File: config.mk
export PLATFORM = sky130hd
export DESIGN_NAME = lcd_bias_driver
export DESIGN_NICKNAME = d
export VERILOG_FILES = /design/src/hdl/lcd_bias_pkg.sv /design/src/hdl/lcd_bias_driver.sv /design/src/hdl/masked_byte_reg.sv /design/src/hdl/pin_level_decode.sv
export SDC_FILE = /design/constraint.sdc
export NUM_CORES = 1
export LEC_CHECK = 0
export BUFFER_PORTS_ARGS = -buffer_cell sky130_fd_sc_hd__buf_2
export CORE_MARGIN = 3
export CORE_UTILIZATION = 52
export CTS_BUF_LIST = sky130_fd_sc_hd__clkbuf_16
export DETAILED_ROUTE_END_ITERATION = 8
export GPL_ROUTABILITY_DRIVEN = 0
export PLACE_DENSITY = 0.91
export SETUP_SLACK_MARGIN = 0.1
export SLEW_MARGIN = 30
export SYNTH_ARGS = -nofsm -noshare
export SYNTH_HDL_FRONTEND = slang
export SYNTH_SLANG_ARGS = --single-unit
File: constraint.sdc
create_clock -name ref_clk -period 2.2 [get_ports ref_clk]
set_clock_uncertainty 0.15 [all_clocks]
set_input_delay 0.22 -clock ref_clk [delete_from_list [all_inputs] [get_ports ref_clk]]
set_output_delay 0.22 -clock ref_clk [all_outputs]
set_load 0.05 [all_outputs]
File: src/hdl/lcd_bias_pkg.sv
`default_nettype none

package lcd_bias_pkg;

  // geometry
  localparam int unsigned PIN_COUNT   = 30;
  localparam int unsigned ROLE_REGS   = 4;
  localparam int unsigned REG_WIDTH   = 8;
  localparam int unsigned AXI_DATA_W  = 32;
  localparam int unsigned AXI_ADDR_W  = 8;

  ////////////////////////////////////////////////////////////////////////////////
  // register byte offsets
  localparam logic [7:0] OFS_CONTROL = 8'h00;
  localparam logic [7:0] OFS_ROLE_0  = 8'h04;
  localparam logic [7:0] OFS_ROLE_1  = 8'h08;
  localparam logic [7:0] OFS_ROLE_2  = 8'h0c;
  localparam logic [7:0] OFS_ROLE_3  = 8'h10;
  localparam logic [7:0] OFS_FUNC_0  = 8'h14;
  localparam logic [7:0] OFS_FUNC_1  = 8'h18;
  localparam logic [7:0] OFS_FUNC_2  = 8'h1c;
  localparam logic [7:0] OFS_FUNC_3  = 8'h20;
  localparam logic [7:0] OFS_DRIVE   = 8'h24;
  localparam logic [7:0] OFS_STEP    = 8'h04;

  ////////////////////////////////////////////////////////////////////////////////
  // lcd_control fields
  localparam int unsigned CTRL_FRAME_BIT  = 7;
  localparam int unsigned CTRL_BIAS_HI    = 6;
  localparam int unsigned CTRL_BIAS_LO    = 5;
  localparam int unsigned CTRL_ON_BIT     = 4;
  localparam logic [7:0]  CTRL_WR_MASK    = 8'hf0;
  localparam logic [7:0]  ROLE_WR_MASK    = 8'hff;
  localparam logic [7:0]  ROLE3_WR_MASK   = 8'h3f;

  // reset values
  localparam logic [7:0]  CTRL_RESET      = 8'h00;
  localparam logic [7:0]  ROLE_RESET      = 8'h00;
  localparam logic [7:0]  FUNC_RESET      = 8'h00;

  // axi responses
  localparam logic [1:0]  RESP_OKAY       = 2'h0;
  localparam logic [1:0]  RESP_SLVERR     = 2'h2;

  ////////////////////////////////////////////////////////////////////////////////
  // one-hot drive level per pin
  typedef enum logic [3:0] {
    LVL_VSS        = 4'h1,
    LVL_THIRD      = 4'h2,
    LVL_TWO_THIRDS = 4'h4,
    LVL_VDD        = 4'h8
  } level_t;

  typedef struct packed {
    logic       frame;
    logic [1:0] bias_current_sel;
    logic       lcd_master_on;
  } ctrl_t;

  localparam ctrl_t CTRL_T_RESET = '{frame: 1'b0, bias_current_sel: 2'h0,
                                     lcd_master_on: 1'b0};

endpackage

`default_nettype wire

File: src/hdl/lcd_bias_driver.sv
`timescale 1ns/1ps
`default_nettype none

module lcd_bias_driver (
  // clock and reset
  input  wire logic                                   ref_clk,
  input  wire logic                                   sys_rst,
  // axi4-lite write address
  input  wire logic [lcd_bias_pkg::AXI_ADDR_W-1:0]    s_axi_awaddr,
  input  wire logic                                   s_axi_awvalid,
  output logic                                        s_axi_awready,
  // axi4-lite write data
  input  wire logic [lcd_bias_pkg::AXI_DATA_W-1:0]    s_axi_wdata,
  input  wire logic [3:0]                             s_axi_wstrb,
  input  wire logic                                   s_axi_wvalid,
  output logic                                        s_axi_wready,
  // axi4-lite write response
  output logic [1:0]                                  s_axi_bresp,
  output logic                                        s_axi_bvalid,
  input  wire logic                                   s_axi_bready,
  // axi4-lite read address
  input  wire logic [lcd_bias_pkg::AXI_ADDR_W-1:0]    s_axi_araddr,
  input  wire logic                                   s_axi_arvalid,
  output logic                                        s_axi_arready,
  // axi4-lite read data
  output logic [lcd_bias_pkg::AXI_DATA_W-1:0]         s_axi_rdata,
  output logic [1:0]                                  s_axi_rresp,
  output logic                                        s_axi_rvalid,
  input  wire logic                                   s_axi_rready,
  // shared port data bits
  input  wire logic [lcd_bias_pkg::PIN_COUNT-1:0]     pin_data,
  // pin drive
  output lcd_bias_pkg::level_t                        pin_level [lcd_bias_pkg::PIN_COUNT],
  output logic [lcd_bias_pkg::PIN_COUNT-1:0]          pin_lcd_drive,
  output logic [1:0]                                  bias_current_sel
);

  localparam int unsigned NP = lcd_bias_pkg::PIN_COUNT;
  localparam int unsigned NR = lcd_bias_pkg::ROLE_REGS;
  localparam int unsigned RW = lcd_bias_pkg::REG_WIDTH;

  ////////////////////////////////////////////////////////////////////////////////
  // write channel holding registers

  logic [lcd_bias_pkg::AXI_ADDR_W-1:0] aw_addr_q;
  logic                                aw_full_q;
  logic [RW-1:0]                       w_data_q;
  logic                                w_lane0_q;
  logic                                w_full_q;
  logic                                bvalid_q;
  logic [1:0]                          bresp_q;

  wire logic aw_take;
  wire logic w_take;
  wire logic wr_fire;

  // each channel is accepted on its own, in either order
  // take only on a real handshake, else a request still held after reset lands twice
  assign aw_take = s_axi_awvalid & s_axi_awready;
  assign w_take  = s_axi_wvalid & s_axi_wready;
  // the write commits once both halves are held and no response is pending
  assign wr_fire = aw_full_q & w_full_q & ~bvalid_q;

  always_ff @(posedge ref_clk) begin
    if (sys_rst) begin
      aw_addr_q <= '0;
      aw_full_q <= 1'b0;
    end else if (aw_take) begin
      aw_addr_q <= s_axi_awaddr;
      aw_full_q <= 1'b1;
    end else if (wr_fire) begin
      aw_full_q <= 1'b0;
    end
  end

  always_ff @(posedge ref_clk) begin
    if (sys_rst) begin
      w_data_q  <= '0;
      w_lane0_q <= 1'b0;
      w_full_q  <= 1'b0;
    end else if (w_take) begin
      w_data_q  <= s_axi_wdata[RW-1:0];
      w_lane0_q <= s_axi_wstrb[0];
      w_full_q  <= 1'b1;
    end else if (wr_fire) begin
      w_full_q  <= 1'b0;
    end
  end

  ////////////////////////////////////////////////////////////////////////////////
  // write address decode

  wire logic wr_ctrl;
  wire logic wr_drive_ro;
  wire logic [NR-1:0] wr_role;
  wire logic [NR-1:0] wr_func;
  wire logic wr_hit;
  wire logic wr_en;

  // narrow registers only live in byte lane 0; other lanes are ignored
  assign wr_en       = wr_fire & w_lane0_q;
  assign wr_ctrl     = (aw_addr_q == lcd_bias_pkg::OFS_CONTROL);
  assign wr_drive_ro = (aw_addr_q == lcd_bias_pkg::OFS_DRIVE);

  for (genvar r = 0; r < NR; r++) begin : g_wdec
    assign wr_role[r] = (aw_addr_q == lcd_bias_pkg::OFS_ROLE_0
                         + 8'(r) * lcd_bias_pkg::OFS_STEP);
    assign wr_func[r] = (aw_addr_q == lcd_bias_pkg::OFS_FUNC_0
                         + 8'(r) * lcd_bias_pkg::OFS_STEP);
  end

  assign wr_hit = wr_ctrl | wr_drive_ro | (|wr_role) | (|wr_func);

  // unmapped writes still answer, with an error, so no master hangs
  always_ff @(posedge ref_clk) begin
    if (sys_rst) begin
      bvalid_q <= 1'b0;
      bresp_q  <= lcd_bias_pkg::RESP_OKAY;
    end else if (wr_fire) begin
      bvalid_q <= 1'b1;
      bresp_q  <= wr_hit ? lcd_bias_pkg::RESP_OKAY : lcd_bias_pkg::RESP_SLVERR;
    end else if (s_axi_bready) begin
      bvalid_q <= 1'b0;
    end
  end

  ////////////////////////////////////////////////////////////////////////////////
  // control and pin registers

  logic [RW-1:0]      ctrl_raw;
  logic [RW-1:0]      role_q [NR];
  logic [RW-1:0]      func_q [NR];
  lcd_bias_pkg::ctrl_t ctrl;

  masked_byte_reg #(
    .WR_MASK (lcd_bias_pkg::CTRL_WR_MASK),
    .RESET   (lcd_bias_pkg::CTRL_RESET)
  ) u_ctrl (
    .ref_clk (ref_clk),
    .sys_rst (sys_rst),
    .wr_en   (wr_en & wr_ctrl),
    .wr_data (w_data_q),
    .value_q (ctrl_raw)
  );

  assign ctrl.frame            = ctrl_raw[lcd_bias_pkg::CTRL_FRAME_BIT];
  assign ctrl.bias_current_sel = ctrl_raw[lcd_bias_pkg::CTRL_BIAS_HI:
                                          lcd_bias_pkg::CTRL_BIAS_LO];
  assign ctrl.lcd_master_on    = ctrl_raw[lcd_bias_pkg::CTRL_ON_BIT];

  for (genvar r = 0; r < NR; r++) begin : g_regs
    // last role register only holds six pins
    masked_byte_reg #(
      .WR_MASK ((r == NR - 1) ? lcd_bias_pkg::ROLE3_WR_MASK : lcd_bias_pkg::ROLE_WR_MASK),
      .RESET   (lcd_bias_pkg::ROLE_RESET)
    ) u_role (
      .ref_clk (ref_clk),
      .sys_rst (sys_rst),
      .wr_en   (wr_en & wr_role[r]),
      .wr_data (w_data_q),
      .value_q (role_q[r])
    );
    masked_byte_reg #(
      .WR_MASK ((r == NR - 1) ? lcd_bias_pkg::ROLE3_WR_MASK : lcd_bias_pkg::ROLE_WR_MASK),
      .RESET   (lcd_bias_pkg::FUNC_RESET)
    ) u_func (
      .ref_clk (ref_clk),
      .sys_rst (sys_rst),
      .wr_en   (wr_en & wr_func[r]),
      .wr_data (w_data_q),
      .value_q (func_q[r])
    );
  end

  // flatten: pin k sits at bit k mod 8 of register k / 8
  wire logic [NR*RW-1:0] role_flat;
  wire logic [NR*RW-1:0] func_flat;

  assign role_flat = {role_q[3], role_q[2], role_q[1], role_q[0]};
  assign func_flat = {func_q[3], func_q[2], func_q[1], func_q[0]};

  ////////////////////////////////////////////////////////////////////////////////
  // per-pin level decode

  for (genvar p = 0; p < NP; p++) begin : g_pin
    pin_level_decode u_dec (
      .ref_clk       (ref_clk),
      .sys_rst       (sys_rst),
      .lcd_master_on (ctrl.lcd_master_on),
      .frame         (ctrl.frame),
      .pin_role_bit  (role_flat[p]),
      .func_sel      (func_flat[p]),
      .pin_data      (pin_data[p]),
      .level_q       (pin_level[p]),
      .drive_q       (pin_lcd_drive[p])
    );
  end

  // bias string select goes out registered with the rest of the drive
  always_ff @(posedge ref_clk) begin
    if (sys_rst) begin
      bias_current_sel <= lcd_bias_pkg::CTRL_T_RESET.bias_current_sel;
    end else begin
      bias_current_sel <= ctrl.bias_current_sel;
    end
  end

  ////////////////////////////////////////////////////////////////////////////////
  // read channel

  logic                                rvalid_q;
  logic [lcd_bias_pkg::AXI_DATA_W-1:0] rdata_q;
  logic [1:0]                          rresp_q;

  wire logic ar_take;
  wire logic rd_ctrl;
  wire logic rd_drive;
  wire logic [NR-1:0] rd_role;
  wire logic [NR-1:0] rd_func;
  wire logic rd_hit;
  wire logic [lcd_bias_pkg::AXI_DATA_W-1:0] rd_mux;
  wire logic [lcd_bias_pkg::AXI_DATA_W-1:0] drive_word;
  logic [RW-1:0] rd_byte;

  // one read in flight; address accepted only while no data is pending
  assign ar_take = s_axi_arvalid & s_axi_arready;
  assign rd_ctrl  = (s_axi_araddr == lcd_bias_pkg::OFS_CONTROL);
  assign rd_drive = (s_axi_araddr == lcd_bias_pkg::OFS_DRIVE);

  for (genvar r = 0; r < NR; r++) begin : g_rdec
    assign rd_role[r] = (s_axi_araddr == lcd_bias_pkg::OFS_ROLE_0
                         + 8'(r) * lcd_bias_pkg::OFS_STEP);
    assign rd_func[r] = (s_axi_araddr == lcd_bias_pkg::OFS_FUNC_0
                         + 8'(r) * lcd_bias_pkg::OFS_STEP);
  end

  assign rd_hit = rd_ctrl | rd_drive | (|rd_role) | (|rd_func);

  // live pin ownership, shows the block's own state
  assign drive_word = {{(lcd_bias_pkg::AXI_DATA_W - NP){1'b0}}, pin_lcd_drive};

  always_comb begin
    rd_byte = '0;
    for (int r = 0; r < NR; r++) begin
      if (rd_role[r]) begin
        rd_byte = role_q[r];
      end
      if (rd_func[r]) begin
        rd_byte = func_q[r];
      end
    end
    if (rd_ctrl) begin
      rd_byte = ctrl_raw;
    end
  end

  assign rd_mux = rd_drive ? drive_word
                           : {{(lcd_bias_pkg::AXI_DATA_W - RW){1'b0}}, rd_byte};

  always_ff @(posedge ref_clk) begin
    if (sys_rst) begin
      rvalid_q <= 1'b0;
      rdata_q  <= '0;
      rresp_q  <= lcd_bias_pkg::RESP_OKAY;
    end else if (ar_take) begin
      rvalid_q <= 1'b1;
      rdata_q  <= rd_mux;
      rresp_q  <= rd_hit ? lcd_bias_pkg::RESP_OKAY : lcd_bias_pkg::RESP_SLVERR;
    end else if (s_axi_rready) begin
      rvalid_q <= 1'b0;
    end
  end

  ////////////////////////////////////////////////////////////////////////////////
  // ready flags straight from flops

  always_ff @(posedge ref_clk) begin
    if (sys_rst) begin
      s_axi_awready <= 1'b0;
      s_axi_wready  <= 1'b0;
      s_axi_arready <= 1'b0;
    end else begin
      // a ready is high exactly when the matching holding slot is free next cycle
      s_axi_awready <= ~(aw_full_q | aw_take) | wr_fire;
      s_axi_wready  <= ~(w_full_q | w_take) | wr_fire;
      s_axi_arready <= ~(rvalid_q | ar_take) | (rvalid_q & s_axi_rready);
    end
  end

  assign s_axi_bvalid = bvalid_q;
  assign s_axi_bresp  = bresp_q;
  assign s_axi_rvalid = rvalid_q;
  assign s_axi_rdata  = rdata_q;
  assign s_axi_rresp  = rresp_q;

endmodule // lcd_bias_driver

`default_nettype wire

File: src/hdl/masked_byte_reg.sv
`timescale 1ns/1ps
`default_nettype none

module masked_byte_reg #(
  parameter logic [7:0] WR_MASK = 8'hff,
  parameter logic [7:0] RESET   = 8'h00
) (
  // clock and reset
  input  wire logic       ref_clk,
  input  wire logic       sys_rst,
  // write side
  input  wire logic       wr_en,
  input  wire logic [7:0] wr_data,
  // stored value
  output logic      [7:0] value_q
);

  logic [7:0] value_d;

  // unimplemented bits stay at zero whatever is written
  assign value_d = wr_en ? (wr_data & WR_MASK) : value_q;

  always_ff @(posedge ref_clk) begin
    if (sys_rst) begin
      value_q <= RESET;
    end else begin
      value_q <= value_d;
    end
  end

endmodule // masked_byte_reg

`default_nettype wire

File: src/hdl/pin_level_decode.sv
`timescale 1ns/1ps
`default_nettype none

module pin_level_decode (
  // clock and reset
  input  wire logic                 ref_clk,
  input  wire logic                 sys_rst,
  // controls
  input  wire logic                 lcd_master_on,
  input  wire logic                 frame,
  input  wire logic                 pin_role_bit,
  input  wire logic                 func_sel,
  input  wire logic                 pin_data,
  // pin drive
  output lcd_bias_pkg::level_t      level_q,
  output logic                      drive_q
);

  lcd_bias_pkg::level_t level_d;
  wire logic            drive_d;
  wire logic            common_pin;
  wire logic            segment_pin;
  wire logic            far_level;

  assign segment_pin = pin_role_bit;
  assign common_pin  = ~pin_role_bit;
  // data 1 picks the outer level of the pair; data 0 the inner bias level
  assign far_level   = pin_data;

  // lcd drive follows enable and function select, never the port direction
  assign drive_d = lcd_master_on & func_sel;

  always_comb begin
    level_d = lcd_bias_pkg::LVL_VSS;
    if (!lcd_master_on) begin
      level_d = lcd_bias_pkg::LVL_VSS;
    end else if (!frame) begin
      if (common_pin) begin
        level_d = far_level ? lcd_bias_pkg::LVL_VDD : lcd_bias_pkg::LVL_THIRD;
      end else if (segment_pin) begin
        level_d = far_level ? lcd_bias_pkg::LVL_VSS : lcd_bias_pkg::LVL_TWO_THIRDS;
      end
    end else begin
      if (common_pin) begin
        level_d = far_level ? lcd_bias_pkg::LVL_VSS : lcd_bias_pkg::LVL_TWO_THIRDS;
      end else if (segment_pin) begin
        level_d = far_level ? lcd_bias_pkg::LVL_VDD : lcd_bias_pkg::LVL_THIRD;
      end
    end
  end

  always_ff @(posedge ref_clk) begin
    if (sys_rst) begin
      level_q <= lcd_bias_pkg::LVL_VSS;
      drive_q <= 1'b0;
    end else begin
      level_q <= level_d;
      drive_q <= drive_d;
    end
  end

endmodule // pin_level_decode

`default_nettype wire

==> qor.yml <==
clock_tree:
  cts.sinks: 272
  clk_latency_ns: 0.53
  htree_num_levels: 1
  clk_pin_slew_worst_paths_ns: 0.06
  clk_root_buffer_cell: "clkbuf_16"
  cts_tree: "done"
  cts_max_path_buffers: 3
  cts_buffers: 27
detailed_routing:
  drc: 0
  firstDrtPassIters: 5
  vias: 8757
  wl_met3_um: 2500
  first_iter_violations: 784
  top_layer_used: "met4"
  ant_nets: 0
  route.met2.wl_um: 14100
  wl_met1_um: 11200
  wl_per_cell_um: 18.0
  routed_via_density: 5.42
  wl_um: 29100
min_path:
  min-delay-start: "s_axi_awvalid"
  hold_depth: 3
  hold_path_class: "input pin to flip-flop"
timing:
  finalSetupViolCount: 0
  fin_ws_ns: 0.160
  slew_violations: 0
  tightest_slew_ns: 0.742
  fmax_ghz: 0.490
  setup_tns_ns: 0
  period_minus_slack_ns: 2.04
  slew-limit-headroom: 0.505
  report.final.hold_viol_count: 0
  grt_setup_unrepaired: "yes"
  min_period_over_period: 0.927
setup_path:
  crit_type: "flip-flop to flip-flop"
  r2r_start: "aw_addr_q[6]"
  crit_path_start: "aw_addr_q[6]"
  r2r_cells: 5
  startpoint_type: "flip-flop"
  crit_path_end_kind: "flip-flop"
  r2r_end: "g_regs[1].u_role.value_q[0]"
  path_max_fanout: 8
  crit_slowest_cell: "or3b_4"
  required_ns: 2.44
  slowest_delay_ns: 0.43
  crit_chain: "or3b_4, nor4_4, nand3_2, mux2i_1, nor2_1"
  crit_end: "g_regs[1].u_role.value_q[0]"
  r2r_setup_slack_ns: 0.16
  arrival_ns: 2.28
placed_design:
  post-dp-hpwl_um: 19600
  placed_area_um2: 11400
  dp_slack_ns: 0.113
  port_buffers: 250
floorplan:
  ioPinCount: 282
  die_y_um: 145
  dieWidth_um: 145
  core_um2: 18900
  rows: 50
  start_util: 0.536
  dieArea_um2: 21200
power:
  swShare: 0.228
  combinationalPowerShare: 0.052
  p_sw_w: 0.00221
  power_frac_seq: 0.517
  internal_power_w: 0.00748
  power_density_nw_per_um2: 762
  p_leak_nw: 5.63
  clockPowerShare: 0.431
  vdd_drop_max_mv: 0.529
  power.total_w: 0.00969
synthesis:
  synth_area_per_cell_um2: 9.34
  syn_area_um2: 10100
  async_flop_share: 0
  ys_seq_elements: 272
  yosys_warnings: 0
  synth-edff-count: 0
  yosys_most_used_dff: "dfxtp_1"
  netlist_instances: 1083
  synth_cell_types: 66
  ys_seq_area_frac: 0.538
layout:
  drive_gt1_frac: 0.263
  n_antenna_cell: 0
  syn_to_final_growth_pct: 25.6
  finalNetCount: 1428
  final_area_um2: 12700
  final_core_util: 0.673
global_routing:
  grt_usage: 0.265
  grt_pass1_vias: 8824
  grt.overflow.total: 0
  antenna_found_initial: 0
  grt_max_degree: 73
  grt_pass1_wl_um: 46300
run:
  max_cap_viol_count: 0
status:
  outcome: "complete, no violations"
==> critical path: cells and delay by family (launching register included) <==
kind,cells,cell delay [ns]
AND/OR/NAND/NOR,4,1.17
flip-flops,1,0.31
multiplexers,1,0.27
==> synthesized netlist by cell type, types with 6 or more instances <==
library cell | count | area [um2]
buf_2 | 17 | 85.1
o22ai_1 | 6 | 37.5
clkbuf_1 | 43 | 161
nand3_1 | 15 | 75.1
mux2i_1 | 37 | 370
xnor2_1 | 30 | 263
a31oi_1 | 7 | 43.8
nor3_1 | 64 | 320
dfxtp_1 | 272 | 5450
a21oi_1 | 90 | 450
buf_4 | 37 | 278
a22oi_1 | 8 | 60.1
xor2_1 | 30 | 263
and2_1 | 33 | 206
and3_1 | 33 | 206
nand2_1 | 203 | 762
o21ai_0 | 15 | 75.1
nor2_1 | 53 | 199
==> logic make-up (layout without fill, tap and decap cells) <==
logic type                after synthesis  in the layout  synth area share
xor gates and xnor gates               60             60            0.0519
muxes                                  41             41            0.0411
AOI/OAI and AO/OA                     161            161            0.0966
and+or+nand+nor                       440            440             0.214
other                                   1              4          0.000371
DFF                                   272            272             0.538
buffers and inverters                 108            378            0.0581
==> per-stage QoR <==
| step | hold WS (ns) | cells |
|---|---|---|
| 2_1_floorplan | 0.149 | 1086 |
| 3_3_place_gp | 0.273 | 1517 |
| 3_5_place_dp | 0.277 | 1517 |
| 4_1_cts | 0.0176 | 1613 |
| 5_1_grt | 0.0700 | 1616 |
| 6_report | 0.0246 | 1616 |
==> layer usage <==
| metal | vias to the layer above | GRT usage |
|---|---|---|
| met4 | 0 | 0.119 |
| met3 | 114 | 0.0589 |
| li1 | 4118 | - |
| met2 | 436 | 0.450 |
| met1 | 4089 | 0.322 |
| met5 | - | 0 |
==> power groups by stage <==
stage | Combinational, W | Sequential, W | Clock, W
3_3_place_gp | 0.000406 | 0.00512 | 0
3_5_place_dp | 0.000417 | 0.00512 | 0
4_1_cts | 0.000490 | 0.00501 | 0.00421
2_1_floorplan | 0.000230 | 0.00513 | 0
5_1_grt | 0.000543 | 0.00501 | 0.00443
6_report | 0.000505 | 0.00501 | 0.00417
==> timing repair <==
action	in CTS	in global routing
hold endpoints to repair	141	0
setup endpoints to repair	0	34
hold buffers	50	0
resized for setup	0	8
setup buffers	0	3
==> how the worst min path moves through the flow <==
| stage | slack (ns) | to |
|---|---|---|
| 2_1_floorplan | 0.15 | g_pin[22].u_dec.level_q[2] |
| 3_3_place_gp | 0.27 | g_pin[1].u_dec.level_q[2] |
| 3_5_place_dp | 0.28 | g_pin[22].u_dec.level_q[2] |
| 6_report | 0.02 | aw_full_q |
| 4_1_cts | 0.02 | aw_full_q |
| 5_1_grt | 0.07 | aw_full_q |
==> placed cells by master, fill, tap and decap left out, drive strengths merged, types with 2 or more instances in the layout <==
master       Yosys  routed
dfxtp          272     272
nor2            53      53
o32ai            4       4
o211ai           2       2
a32oi            4       4
dlygate4sd3      0      50
and3            33      33
mux2             4       4
clkinv           0      14
o31ai            2       2
inv              4       6
a211oi           3       3
o21ai           17      17
a21o             2       2
clkbuf          43      27
a21oi           91      91
nor2b            5       5
nand3           17      17
buf             61     278
a2111oi          4       4
xnor2           30      30
a31oi            7       7
nand2          205     205
mux2i           37      37
or2              3       3
nand2b           3       3
nor4b            4       4
or4              2       2
conb             1       4
a22oi            9       9
and2            34      34
clkinvlp         0       2
xor2            30      30
nor3            66      66
nor4             5       5
o22ai            6       6
or3              3       3
==> sequential cells by signal (all words and copies together), names as in the netlist, 2 cells and up <==
signal and count:
u_ctrl.value_q 4, g_pin.u_dec.drive_q 30, s_axi_rdata 30, g_regs.u_role.value_q 30, aw_addr_q 8, bias_current_sel 2
g_regs.u_func.value_q 30, w_data_q 8, g_pin.u_dec.level_q 120
==> layout make-up <==
cell class,instances,area [um2]
Clock buffer,27,676
Sequential cell,272,5450
Fill cell,1406,6180
Inverter,4,15.0
Clock inverter,19,115
Tap cell,260,325
Multi-Input combinational cell,706,4130
Timing Repair Buffer,328,2000
(Power assumes the default switching activity.)
